==> src/hdl/rpw_pkg.sv <==
/*
 * Package for the alarm value registers and power-control window timer:
 * register offsets, field positions, reset values and bus carriers.
 * Assumes a 32-bit AXI4-Lite register bus and one clock.
 */
// What this block does
// RULE1: weekday digit, bits 10:8, values 0-6
// RULE2: hour tens digit, bits 5:4, 0-2
// RULE3: hour ones digit, bits 3:0, 0-9
// RULE4: value writes only while write enable set
// RULE5: minute tens 14:12, minute ones 11:8
// RULE6: second tens 6:4, second ones 3:0
// RULE7: unimplemented alarm bits ignore writes, read zero
// RULE8: stability setting N gives N clock periods
// RULE9: zero stability starts sample at alarm
// RULE10: sample all ones keeps window always open
// RULE11: sample setting N gives N periods open
// RULE12: zero sample setting suppresses sample window
// RULE13: sampling starts when stability timer expires
// RULE14: sequencing needs module, enable, output select
// RULE15: polarity bit selects output active level
// RULE16: hardware clears alarm enable on alarm
// RULE17: mask selects which digits must match
// RULE18: counters load at alarm, decrement per period
// RULE19: output asserted from alarm until sample closes
package rpw_pkg;
    localparam logic [7:0] ADDR_ALARM_WDHR = 8'h00;
    localparam logic [7:0] ADDR_ALARM_MINSEC = 8'h04;
    localparam logic [7:0] ADDR_WINDOW = 8'h08;
    localparam logic [7:0] ADDR_CTRL = 8'h0c;
    localparam logic [7:0] ADDR_STATUS = 8'h10;
    // wdhr fields
    localparam int ALARM_WEEKDAY_DIGIT_LSB = 8;
    localparam int ALARM_HOUR_TENS_LSB = 4;
    localparam int ALARM_HOUR_ONES_LSB = 0;
    localparam logic [15:0] WDHR_MASK = 16'h073f;
    // minsec fields
    localparam int ALARM_MINUTE_TENS_LSB = 12;
    localparam int ALARM_MINUTE_ONES_LSB = 8;
    localparam int ALARM_SECOND_TENS_LSB = 4;
    localparam int ALARM_SECOND_ONES_LSB = 0;
    localparam logic [15:0] MINSEC_MASK = 16'h7f7f;
    // window fields
    localparam int STAB_LSB = 8;
    localparam int SAMP_LSB = 0;
    localparam logic [7:0] SAMP_ALWAYS = 8'hff;
    // control bits
    localparam int CTRL_WREN = 0;
    localparam int CTRL_MODULE_EN = 1;
    localparam int CTRL_OUT_SEL = 2;
    localparam int CTRL_PWC_EN = 3;
    localparam int CTRL_POL = 4;
    localparam int CTRL_ALARM_EN = 5;
    localparam int CTRL_MASK_LSB = 8;
    localparam logic [15:0] CTRL_MASK = 16'h0f3f;
    localparam logic [15:0] RESET_VAL = 16'h0000;
    localparam logic [1:0] RESP_OKAY = 2'b00;
    localparam logic [1:0] RESP_SLVERR = 2'b10;

    typedef struct packed {
        logic [3:0] alarm_weekday_digit;
        logic [3:0] hr_tens;
        logic [3:0] hr_ones;
        logic [3:0] min_tens;
        logic [3:0] min_ones;
        logic [3:0] sec_tens;
        logic [3:0] sec_ones;
    } rpw_time_t;

    typedef enum logic [2:0] {
        PW_IDLE = 3'b001,
        PW_STAB = 3'b010,
        PW_SAMP = 3'b100
    } rpw_state_t;
endpackage : rpw_pkg

==> src/hdl/rpw_alarm_window.sv <==
/*
 * Alarm compare values, alarm match and power-control window sequencer,
 * reached over AXI4-Lite.
 * Assumes the running clock digits arrive as BCD on time_now and that
 * pwc_tick is a one-cycle pulse per power-control clock period.
 */
`timescale 1ns/1ps
module rpw_alarm_window
    import rpw_pkg::*;
(
    input wire logic aclk,
    input wire logic aresetn,
    input wire logic [7:0] s_axi_awaddr,
    input wire logic s_axi_awvalid,
    output logic s_axi_awready,
    input wire logic [31:0] s_axi_wdata,
    input wire logic [3:0] s_axi_wstrb,
    input wire logic s_axi_wvalid,
    output logic s_axi_wready,
    output logic [1:0] s_axi_bresp,
    output logic s_axi_bvalid,
    input wire logic s_axi_bready,
    input wire logic [7:0] s_axi_araddr,
    input wire logic s_axi_arvalid,
    output logic s_axi_arready,
    output logic [31:0] s_axi_rdata,
    output logic [1:0] s_axi_rresp,
    output logic s_axi_rvalid,
    input wire logic s_axi_rready,
    input wire rpw_time_t time_now,
    input wire logic pwc_tick,
    output logic alarm_event,
    output logic power_control_out,
    output logic sample_window_open
);
    logic [15:0] alarm_wdhr;
    logic [15:0] alarm_minsec;
    logic [15:0] window_timer;
    logic [15:0] ctrl;
    logic [7:0] aw_addr;
    logic aw_held;
    logic [31:0] w_data;
    logic [3:0] w_strb;
    logic w_held;
    logic do_write;
    logic wr_ok;
    logic [15:0] next_ctrl;
    logic [7:0] stab_cnt;
    logic [7:0] samp_cnt;
    rpw_state_t state;
    rpw_state_t next_state;
    logic alarm_match;
    logic pwc_active;
    logic seq_on;

    function automatic logic [15:0] merge(input logic [15:0] old,
        input logic [31:0] data, input logic [3:0] strb);
        logic [15:0] r;
        r = old;
        if (strb[0])
            r[7:0] = data[7:0];
        if (strb[1])
            r[15:8] = data[15:8];
        return r;
    endfunction : merge

    function automatic logic known(input logic [7:0] a);
        return a == ADDR_ALARM_WDHR || a == ADDR_ALARM_MINSEC ||
            a == ADDR_WINDOW || a == ADDR_CTRL || a == ADDR_STATUS;
    endfunction : known

    assign s_axi_awready = !aw_held;
    assign s_axi_wready = !w_held;
    assign do_write = aw_held && w_held && !s_axi_bvalid;

    always_ff @(posedge aclk)
    begin
        if (!aresetn)
            aw_held <= 1'b0;
        else if (s_axi_awvalid && s_axi_awready)
            aw_held <= 1'b1;
        else if (do_write)
            aw_held <= 1'b0;
    end

    always_ff @(posedge aclk)
    begin
        if (!aresetn)
            aw_addr <= 8'h00;
        else if (s_axi_awvalid && s_axi_awready)
            aw_addr <= s_axi_awaddr;
    end

    always_ff @(posedge aclk)
    begin
        if (!aresetn)
        begin
            w_held <= 1'b0;
            w_data <= 32'h0000_0000;
            w_strb <= 4'h0;
        end
        else if (s_axi_wvalid && s_axi_wready)
        begin
            w_held <= 1'b1;
            w_data <= s_axi_wdata;
            w_strb <= s_axi_wstrb;
        end
        else if (do_write)
            w_held <= 1'b0;
    end

    always_ff @(posedge aclk)
    begin
        if (!aresetn)
        begin
            s_axi_bvalid <= 1'b0;
            s_axi_bresp <= RESP_OKAY;
        end
        else if (do_write)
        begin
            s_axi_bvalid <= 1'b1;
            s_axi_bresp <= known(aw_addr) ? RESP_OKAY : RESP_SLVERR;
        end
        else if (s_axi_bready)
            s_axi_bvalid <= 1'b0;
    end

    // RULE4 write enable gate
    assign wr_ok = do_write && ctrl[CTRL_WREN];

    // RULE7 unimplemented bits masked
    always_ff @(posedge aclk)
    begin
        if (!aresetn)
        begin
            alarm_wdhr <= RESET_VAL;
            alarm_minsec <= RESET_VAL;
            window_timer <= RESET_VAL;
        end
        else if (wr_ok)
        begin
            // RULE1 RULE2 RULE3 weekday/hour layout
            if (aw_addr == ADDR_ALARM_WDHR)
                alarm_wdhr <= merge(alarm_wdhr, w_data, w_strb) & WDHR_MASK;
            // RULE5 RULE6 minute/second layout
            if (aw_addr == ADDR_ALARM_MINSEC)
                alarm_minsec <= merge(alarm_minsec, w_data, w_strb)
                    & MINSEC_MASK;
            if (aw_addr == ADDR_WINDOW)
                window_timer <= merge(window_timer, w_data, w_strb);
        end
    end

    // RULE16 hardware clear wins over software set
    always_comb
    begin
        next_ctrl = ctrl;
        if (do_write && aw_addr == ADDR_CTRL)
            next_ctrl = merge(ctrl, w_data, w_strb) & CTRL_MASK;
        if (alarm_event)
            next_ctrl[CTRL_ALARM_EN] = 1'b0;
    end

    always_ff @(posedge aclk)
    begin
        if (!aresetn)
            ctrl <= RESET_VAL;
        else
            ctrl <= next_ctrl;
    end

    assign s_axi_arready = !s_axi_rvalid;

    always_ff @(posedge aclk)
    begin
        if (!aresetn)
        begin
            s_axi_rvalid <= 1'b0;
            s_axi_rdata <= 32'h0000_0000;
            s_axi_rresp <= RESP_OKAY;
        end
        else if (s_axi_arvalid && s_axi_arready)
        begin
            s_axi_rvalid <= 1'b1;
            s_axi_rresp <= known(s_axi_araddr) ? RESP_OKAY : RESP_SLVERR;
            unique case (s_axi_araddr)
                ADDR_ALARM_WDHR: s_axi_rdata <= {16'h0000, alarm_wdhr};
                ADDR_ALARM_MINSEC: s_axi_rdata <= {16'h0000, alarm_minsec};
                ADDR_WINDOW: s_axi_rdata <= {16'h0000, window_timer};
                ADDR_CTRL: s_axi_rdata <= {16'h0000, ctrl};
                ADDR_STATUS: s_axi_rdata <= {8'h00, samp_cnt, stab_cnt,
                    5'h00, state};
                default: s_axi_rdata <= 32'h0000_0000;
            endcase
        end
        else if (s_axi_rready)
            s_axi_rvalid <= 1'b0;
    end

    // RULE17 mask picks compared digits
    always_comb
    begin
        logic sec1;
        logic sec10;
        logic min1;
        logic min10;
        logic hr;
        logic wd;
        sec1 = time_now.sec_ones[3:0] == alarm_minsec[ALARM_SECOND_ONES_LSB +: 4];
        sec10 = time_now.sec_tens[2:0] == alarm_minsec[ALARM_SECOND_TENS_LSB +: 3];
        min1 = time_now.min_ones[3:0] == alarm_minsec[ALARM_MINUTE_ONES_LSB +: 4];
        min10 = time_now.min_tens[2:0] == alarm_minsec[ALARM_MINUTE_TENS_LSB +: 3];
        hr = time_now.hr_ones[3:0] == alarm_wdhr[ALARM_HOUR_ONES_LSB +: 4] &&
            time_now.hr_tens[1:0] == alarm_wdhr[ALARM_HOUR_TENS_LSB +: 2];
        wd = time_now.alarm_weekday_digit[2:0] == alarm_wdhr[ALARM_WEEKDAY_DIGIT_LSB +: 3];
        unique case (ctrl[CTRL_MASK_LSB +: 4])
            4'h0, 4'h1: alarm_match = 1'b1;
            4'h2: alarm_match = sec1;
            4'h3: alarm_match = sec1 && sec10;
            4'h4: alarm_match = sec1 && sec10 && min1;
            4'h5: alarm_match = sec1 && sec10 && min1 && min10;
            4'h6: alarm_match = sec1 && sec10 && min1 && min10 && hr;
            4'h7: alarm_match = sec1 && sec10 && min1 && min10 && hr && wd;
            default: alarm_match = 1'b0;
        endcase
    end

    // fires only on a pwc_tick; the alarm enable clear on alarm keeps a held match from retriggering
    always_ff @(posedge aclk)
    begin
        if (!aresetn)
            alarm_event <= 1'b0;
        else
            alarm_event <= pwc_tick && alarm_match && ctrl[CTRL_ALARM_EN]
                && !alarm_event;
    end

    // RULE14 module, enable and pin select
    assign seq_on = ctrl[CTRL_MODULE_EN] && ctrl[CTRL_PWC_EN] &&
        ctrl[CTRL_OUT_SEL];

    always_comb
    begin
        next_state = state;
        unique case (state)
            PW_IDLE:
                if (alarm_event && seq_on)
                begin
                    // RULE9 RULE13 zero stability skips phase
                    if (window_timer[STAB_LSB +: 8] != 8'h00)
                        next_state = PW_STAB;
                    else if (window_timer[SAMP_LSB +: 8] != 8'h00)
                        next_state = PW_SAMP;
                end
            PW_STAB:
                // RULE13 sample follows stability expiry
                if (pwc_tick && stab_cnt == 8'h01)
                    // RULE12 zero sample setting skips
                    next_state = (window_timer[SAMP_LSB +: 8] != 8'h00) ?
                        PW_SAMP : PW_IDLE;
            PW_SAMP:
                if (pwc_tick && samp_cnt == 8'h01)
                    next_state = PW_IDLE;
            default: next_state = PW_IDLE;
        endcase
        if (!seq_on)
            next_state = PW_IDLE;
    end

    always_ff @(posedge aclk)
    begin
        if (!aresetn)
            state <= PW_IDLE;
        else
            state <= next_state;
    end

    // RULE18 load at alarm, count per period
    always_ff @(posedge aclk)
    begin
        if (!aresetn)
        begin
            stab_cnt <= 8'h00;
            samp_cnt <= 8'h00;
        end
        else if (state == PW_IDLE && alarm_event)
        begin
            // RULE8 RULE11 N periods each phase
            stab_cnt <= window_timer[STAB_LSB +: 8];
            samp_cnt <= window_timer[SAMP_LSB +: 8];
        end
        else if (pwc_tick)
        begin
            if (state == PW_STAB && stab_cnt != 8'h00)
                stab_cnt <= stab_cnt - 8'h01;
            if (state == PW_SAMP && samp_cnt != 8'h00)
                samp_cnt <= samp_cnt - 8'h01;
        end
    end

    // RULE19 active from alarm until sample closes
    // RULE10 all ones holds window open regardless
    always_ff @(posedge aclk)
    begin
        if (!aresetn)
        begin
            pwc_active <= 1'b0;
            sample_window_open <= 1'b0;
        end
        else
        begin
            pwc_active <= next_state != PW_IDLE ||
                window_timer[SAMP_LSB +: 8] == SAMP_ALWAYS;
            sample_window_open <= next_state == PW_SAMP ||
                window_timer[SAMP_LSB +: 8] == SAMP_ALWAYS;
        end
    end

    // RULE15 polarity select
    assign power_control_out = ctrl[CTRL_POL] ? pwc_active : !pwc_active;
endmodule : rpw_alarm_window

==> config.mk <==
export PLATFORM = sky130hd
export DESIGN_NAME = rpw_alarm_window
export DESIGN_NICKNAME = d
export VERILOG_FILES = /design/src/hdl/rpw_pkg.sv /design/src/hdl/rpw_alarm_window.sv
export SDC_FILE = /design/constraint.sdc
export NUM_CORES = 1
export LEC_CHECK = 0
export ABC_AREA = 1
export ABC_CLOCK_PERIOD_IN_PS = 3100
export BUFFER_PORTS_ARGS = -buffer_cell sky130_fd_sc_hd__buf_2
export CAP_MARGIN = 30
export CORE_MARGIN = 5
export CORE_UTILIZATION = 59
export DETAILED_ROUTE_END_ITERATION = 12
export PLACE_DENSITY = 0.89
export SETUP_SLACK_MARGIN = 0.15
export SYNTH_ARGS = -nofsm -noshare
export SYNTH_HDL_FRONTEND = slang
export SYNTH_SLANG_ARGS = --single-unit
==> constraint.sdc <==
create_clock -name aclk -period 3.1 [get_ports aclk]
set_input_delay 0.155 -clock aclk [delete_from_list [all_inputs] [get_ports aclk]]
set_output_delay 0.155 -clock aclk [all_outputs]
set_load 0.01 [all_outputs]
# [Word-level counts from Yosys, hierarchy flattened]
# Cells that the tools add are included.
[classes] n_eq_ne=30 mux=26 reduce_logical=66 bitwise_logic=1 n_addsub=2
[op_table] operator="case mux 24 bit (5 select lines)" n=1
[op_table] operator="two-way mux 8 bit" n=6
[op_table] operator="equality test 8 x 4 -> 1 bit, second input constant" n=4
[op_table] operator="nonzero test 8 bit" n=4
[op_table] operator="logical AND 1 bit" n=24
[op_table] operator="two-way mux 3 bit" n=7
[op_table] operator="AND reduction 3 bit" n=6
[op_table] operator="equality test 4 x 3 -> 1 bit, second input constant" n=4
[op_table] operator="equality test 8 x 1 -> 1 bit, second input constant" n=2
[op_table] operator="equality test 8 x 3 -> 1 bit, second input constant" n=2
[op_table] operator="equality test 8 x 5 -> 1 bit, second input constant" n=2
[op_table] operator="zero test 8 bit" n=2
[op_table] operator="subtractor 8 x 1 -> 8 bit, second input constant" n=2
[op_table] operator="nonzero test 2 bit" n=7
[op_table] operator="equality test 4 bit" n=3
[op_table] operator="logical OR 1 bit" n=10
[op_table] operator="equality test 3 bit" n=3
[op_table] operator="case mux 3 bit (3 select lines)" n=1
[op_table] operator="equality test 4 x 2 -> 1 bit, second input constant" n=2
[op_table] operator="equality test 8 bit, second input constant" n=1
[op_table] operator="two-way mux 1 bit" n=8
[op_table] operator="AND reduction 2 bit" n=4
[op_table] operator="case mux 1 bit (7 select lines)" n=1
[op_table] operator="equality test 3 bit, second input constant" n=2
[op_table] operator="other kinds (10)" n=17
[word_totals] input_bits=88 elab_cells=150 output_inout_bits=44 regBits=137

# [Longest topological paths before layout]
[depth] depth_word=10 depth_mapped=12 mapped_depth_nobuf=12

# [Worst setup path after synthesis]
# OpenSTA, ideal clock, no wires.
[synth_timing] path_kind="register to register" start="register samp_cnt[0]" end="register samp_cnt[6]" path_slack_ps=1733 synth_period_minus_slack_ps=1367 t_required_ps=2990 path_stages_with_launch=11 n_path_buf=0 arrival_time_ps=1257 setup_ps=110 path_cell_list="dfxtp_1 > inv_1 > ha_1 > nand2_1 > nor2_4 > nor2_4 > nor2_4 > nand2_1 > o211ai_1 > nand2_1 > inv_1"
[synth_between] elab_chain_len=4 elab_cells_between_ends=8 classes_between="add/sub: 1; mux: 3; reduce/logical: 4"
[synth_lines] element="from (decl)" line="rpw_alarm_window.sv:49" rtl="logic [7:0] samp_cnt;"
[synth_lines] element="from (signal assigned)" line="rpw_alarm_window.sv:290" rtl="samp_cnt <= window_timer[SAMP_LSB +: 8];"
[synth_lines] element="from (signal assigned)" line="rpw_alarm_window.sv:297" rtl="samp_cnt <= samp_cnt - 8'h01;"
[synth_lines] element="subtractor 8 x 1 -> 8 bit or nonzero test 8 bit (tied branches)" line="rpw_alarm_window.sv:297, rpw_alarm_window.sv:296"
[synth_lines] element="two-way mux 8 bit or logical AND 1 bit (tied branches)" line="rpw_alarm_window.sv:296" rtl="if (state == PW_SAMP && samp_cnt != 8'h00)"
[synth_lines] element="two-way mux 8 bit or nonzero test 2 bit (tied branches)"
[synth_lines] element="two-way mux 8 bit or AND reduction 2 bit (tied branches)"
# Parallel ways exist; a longest one is shown, timed or not. The select of a mux whose other input is x is not followed.
# A chain may end at the register's enable or synchronous reset.

# [Worst setup path in the final report]
[layout_timing] start="register aw_addr[5]" end="register window_timer[15]"
[layout_between] elab_chain_len=2
[layout_lines] element="from (decl)" line="rpw_alarm_window.sv:40" rtl="logic [7:0] aw_addr;"
[layout_lines] element="from (signal assigned)" line="rpw_alarm_window.sv:91" rtl="aw_addr <= s_axi_awaddr;"
[layout_lines] element="equality test 8 x 4 -> 1 bit" line="rpw_alarm_window.sv:149" rtl="if (aw_addr == ADDR_WINDOW)"
[layout_lines] element="AND reduction 3 bit (no source line)"
[layout_lines] element="to (signal assigned)" line="rpw_alarm_window.sv:150" rtl="window_timer <= merge(window_timer, w_data, w_strb);"
[layout_lines] element="to (decl)" line="rpw_alarm_window.sv:38" rtl="logic [15:0] window_timer;"
# No other way between the ends.

==> run metrics <==
status complete, no violations; R2R setup slack 1.42 ns; n_diodes 0; share of the synthesized area in the top cell type 0.403; Placer Congestion 0.925; Initial Utilization 0.608; Leakage 3.26 nW; Power, Total 4.05 mW; port bufs 98; clk_lat worst skew 0.53 ns; TritonCTS buffer count 17; clock sink count 127; DP Wirelength 12200 um; # fillers 775; Worst Path Required 3.51 ns; R2R depth 8; hold-critical path depth 5; setup TNS 0 ns; multi-input logic area 3260 um^2; mapped cell area 6300 um^2; Initial DRT Pass Iterations 6; ANT nets after route 0; ranking of synthesized cells by area dfxtp_1 (40%), nand2_1 (9.5%), nor2_1 (9.5%); Rows 37; initial antenna violation count 0; I/O pins 132; Fin Hold WS 0.0504 ns; Synth warnings 0; die area 12900 um^2; worst slew pin tran 0.980 ns; final setup fails 0; Die Y 113 um; wire per inst 15.6 um; most frequent cells in the layout nor2_1 (160), nand2_1 (160), dfxtp_1 (127); Storage cell area 2540 um^2; fin crit period 1.68 ns; DR iter-0 viols 582; Max Slew Vio Count 0; average cell area after synthesis 7.00 um^2; H-tree depth 4; Synth Register Bits 127; Final Cycle Share 0.542; share of cells above drive strength 1 0.184; CTS tree yes; Clock Pin Slew Worst Setup and Hold Paths 0.06 ns; final net count 1121; Post-CTS Setup Repair Bufs 0; Layout area overhead 23.1%; min-delay src pwc_tick; first-pass GRT wire length 29500 um; RSZ-0062 raised after global routing false; Slew headroom 0.346; Reg-to-Reg Start aw_addr[5]$_SDFFE_PN0P_; asr flop ratio synth 0; maximum fanout along the worst path 9; cell taking the most area after synthesis dfxtp_1; drt drc 0; pre-CTS setup slack 1.16 ns; setup ws final 1.42 ns; Worst Setup End Kind flip-flop; Power Density 521 nW/um^2; CTS root buffer clkbuf_8; Die X 113 um; Worst Setup SP aw_addr[5]$_SDFFE_PN0P_; WL final 18300 um; sequential element share of the synthesized area 0.403; Synth cell types 40; Max-cap violations 0; Final Skew 0.00852 ns; WHS Endpoint alarm_event$_SDFF_PN0_; most used flip-flop cell after synthesis dfxtp_1; WP data arrival 2.09 ns; maximum vdd ir drop 0.453 mV; Reg-to-Reg End window_timer[15]$_SDFFE_PN0P_; vias in the first global route 6262; FMAX 596 MHz; via/cell ratio 5.58; vias after detailed routing 6563; Cells after Synth 901; largest net degree at the start of global routing 60; core box area 10400 um^2; CP Launch Type flip-flop; final hold viol count 0; clk buf depth 2; remaining global-route overflow 0; worst min-delay path class input port to flip-flop; Post-synth EDFFs 0; Tot GR Track Use 0.288; Setup CP Type flip-flop to flip-flop
-- worst max path at each step --
stage / end / slack (ns) / cells past startpoint
2_1_floorplan: samp_cnt[6]$_SDFFE_PN0P_ / 1.73 / 10
3_3_place_gp: s_axi_rdata[3]$_SDFFE_PN0P_ / 1.20 / 9
3_5_place_dp: s_axi_rdata[5]$_SDFFE_PN0P_ / 1.16 / 9
4_1_cts: samp_cnt[6]$_SDFFE_PN0P_ / 1.47 / 10
5_1_grt: window_timer[15]$_SDFFE_PN0P_ / 1.28 / 8
6_report: window_timer[15]$_SDFFE_PN0P_ / 1.42 / 8
-- through the flow --
| step | cells | instance area [um^2] | utilization |
|---|---|---|---|
| after floorplan | 910 | 6340 | - |
| after global placement | 1114 | 6850 | 0.661 |
| after detailed placement | 1114 | 6850 | 0.661 |
| after CTS | 1176 | 7760 | 0.748 |
| after global routing | 1176 | 7760 | 0.748 |
| final | 1176 | 7760 | 0.748 |
-- logic make-up (layout without fill, tap and decap cells) --
family / after synthesis / in the layout / synth area share
other: 1 / 10 / 0.000595
XOR/XNOR: 23 / 23 / 0.0320
buffers and inverters: 126 / 256 / 0.0843
flip-flops: 127 / 127 / 0.403
AO/OA/AOI/OAI: 182 / 182 / 0.154
AND/OR/NAND/NOR: 436 / 436 / 0.314
adder cells (fa/ha/maj): 6 / 6 / 0.0119
-- per-layer routing --
metal,global-route usage,vias up,share of wire
met5,0,-,0
met4,0.133,0,0.039
met3,0.0647,79,0.10
met2,0.495,375,0.48
met1,0.342,2949,0.38
li1,-,3160,-
-- registers in the layout, summed over array words and instances (netlist names), 2 cells and up --
signal        count
window_timer     16
w_data           16
s_axi_rdata      24
alarm_wdhr        9
alarm_minsec     14
ctrl             10
state             3
aw_addr           8
samp_cnt          8
stab_cnt          8
w_strb            2
-- cell usage after synthesis, types with 7 or more instances --
| library cell | count |
|---|---|
| a21oi_1 | 65 |
| buf_4 | 14 |
| clkbuf_1 | 19 |
| dfxtp_1 | 127 |
| inv_1 | 76 |
| inv_2 | 11 |
| nand2_1 | 160 |
| nand2_2 | 13 |
| nand3_1 | 59 |
| nand4_1 | 12 |
| nor2_1 | 160 |
| nor2_2 | 7 |
| o211ai_1 | 8 |
| o21ai_0 | 89 |
| xnor2_1 | 12 |
| xor2_1 | 11 |
-- power by group --
| group | switching [mW] | internal [mW] |
|---|---|---|
| Sequential | 0.0405 | 1.67 |
| Clock | 0.766 | 1.27 |
| Combinational | 0.179 | 0.117 |
| Total | 0.985 | 3.06 |
-- area by class of cell --
cell class,count,share of cell area
Tap cell,136,0.0219
Timing Repair Buffer,134,0.108
Sequential cell,127,0.328
Clock inverter,12,0.0206
Clock buffer,20,0.0574
Inverter,90,0.0440
Multi-Input combinational cell,657,0.421
-- worst max-delay path: stages (launching register included) --
cell and delay [ns]:
dfxtp_1 0.32, nor2_1 0.12, nand2_1 0.10, nor2_2 0.14, nand2_1 0.13, nor3_2 0.22, nand2_2 0.19, o21ai_0 0.29
nor2_1 0.06
-- repair_timing --
| item | 4_1_cts | 5_1_grt |
|---|---|---|
| gates resized for setup | 0 | 0 |
| hold buffers | 30 | 0 |
| hold endpoints to repair | 30 | 0 |
Power figures use the tool's default switching activity.
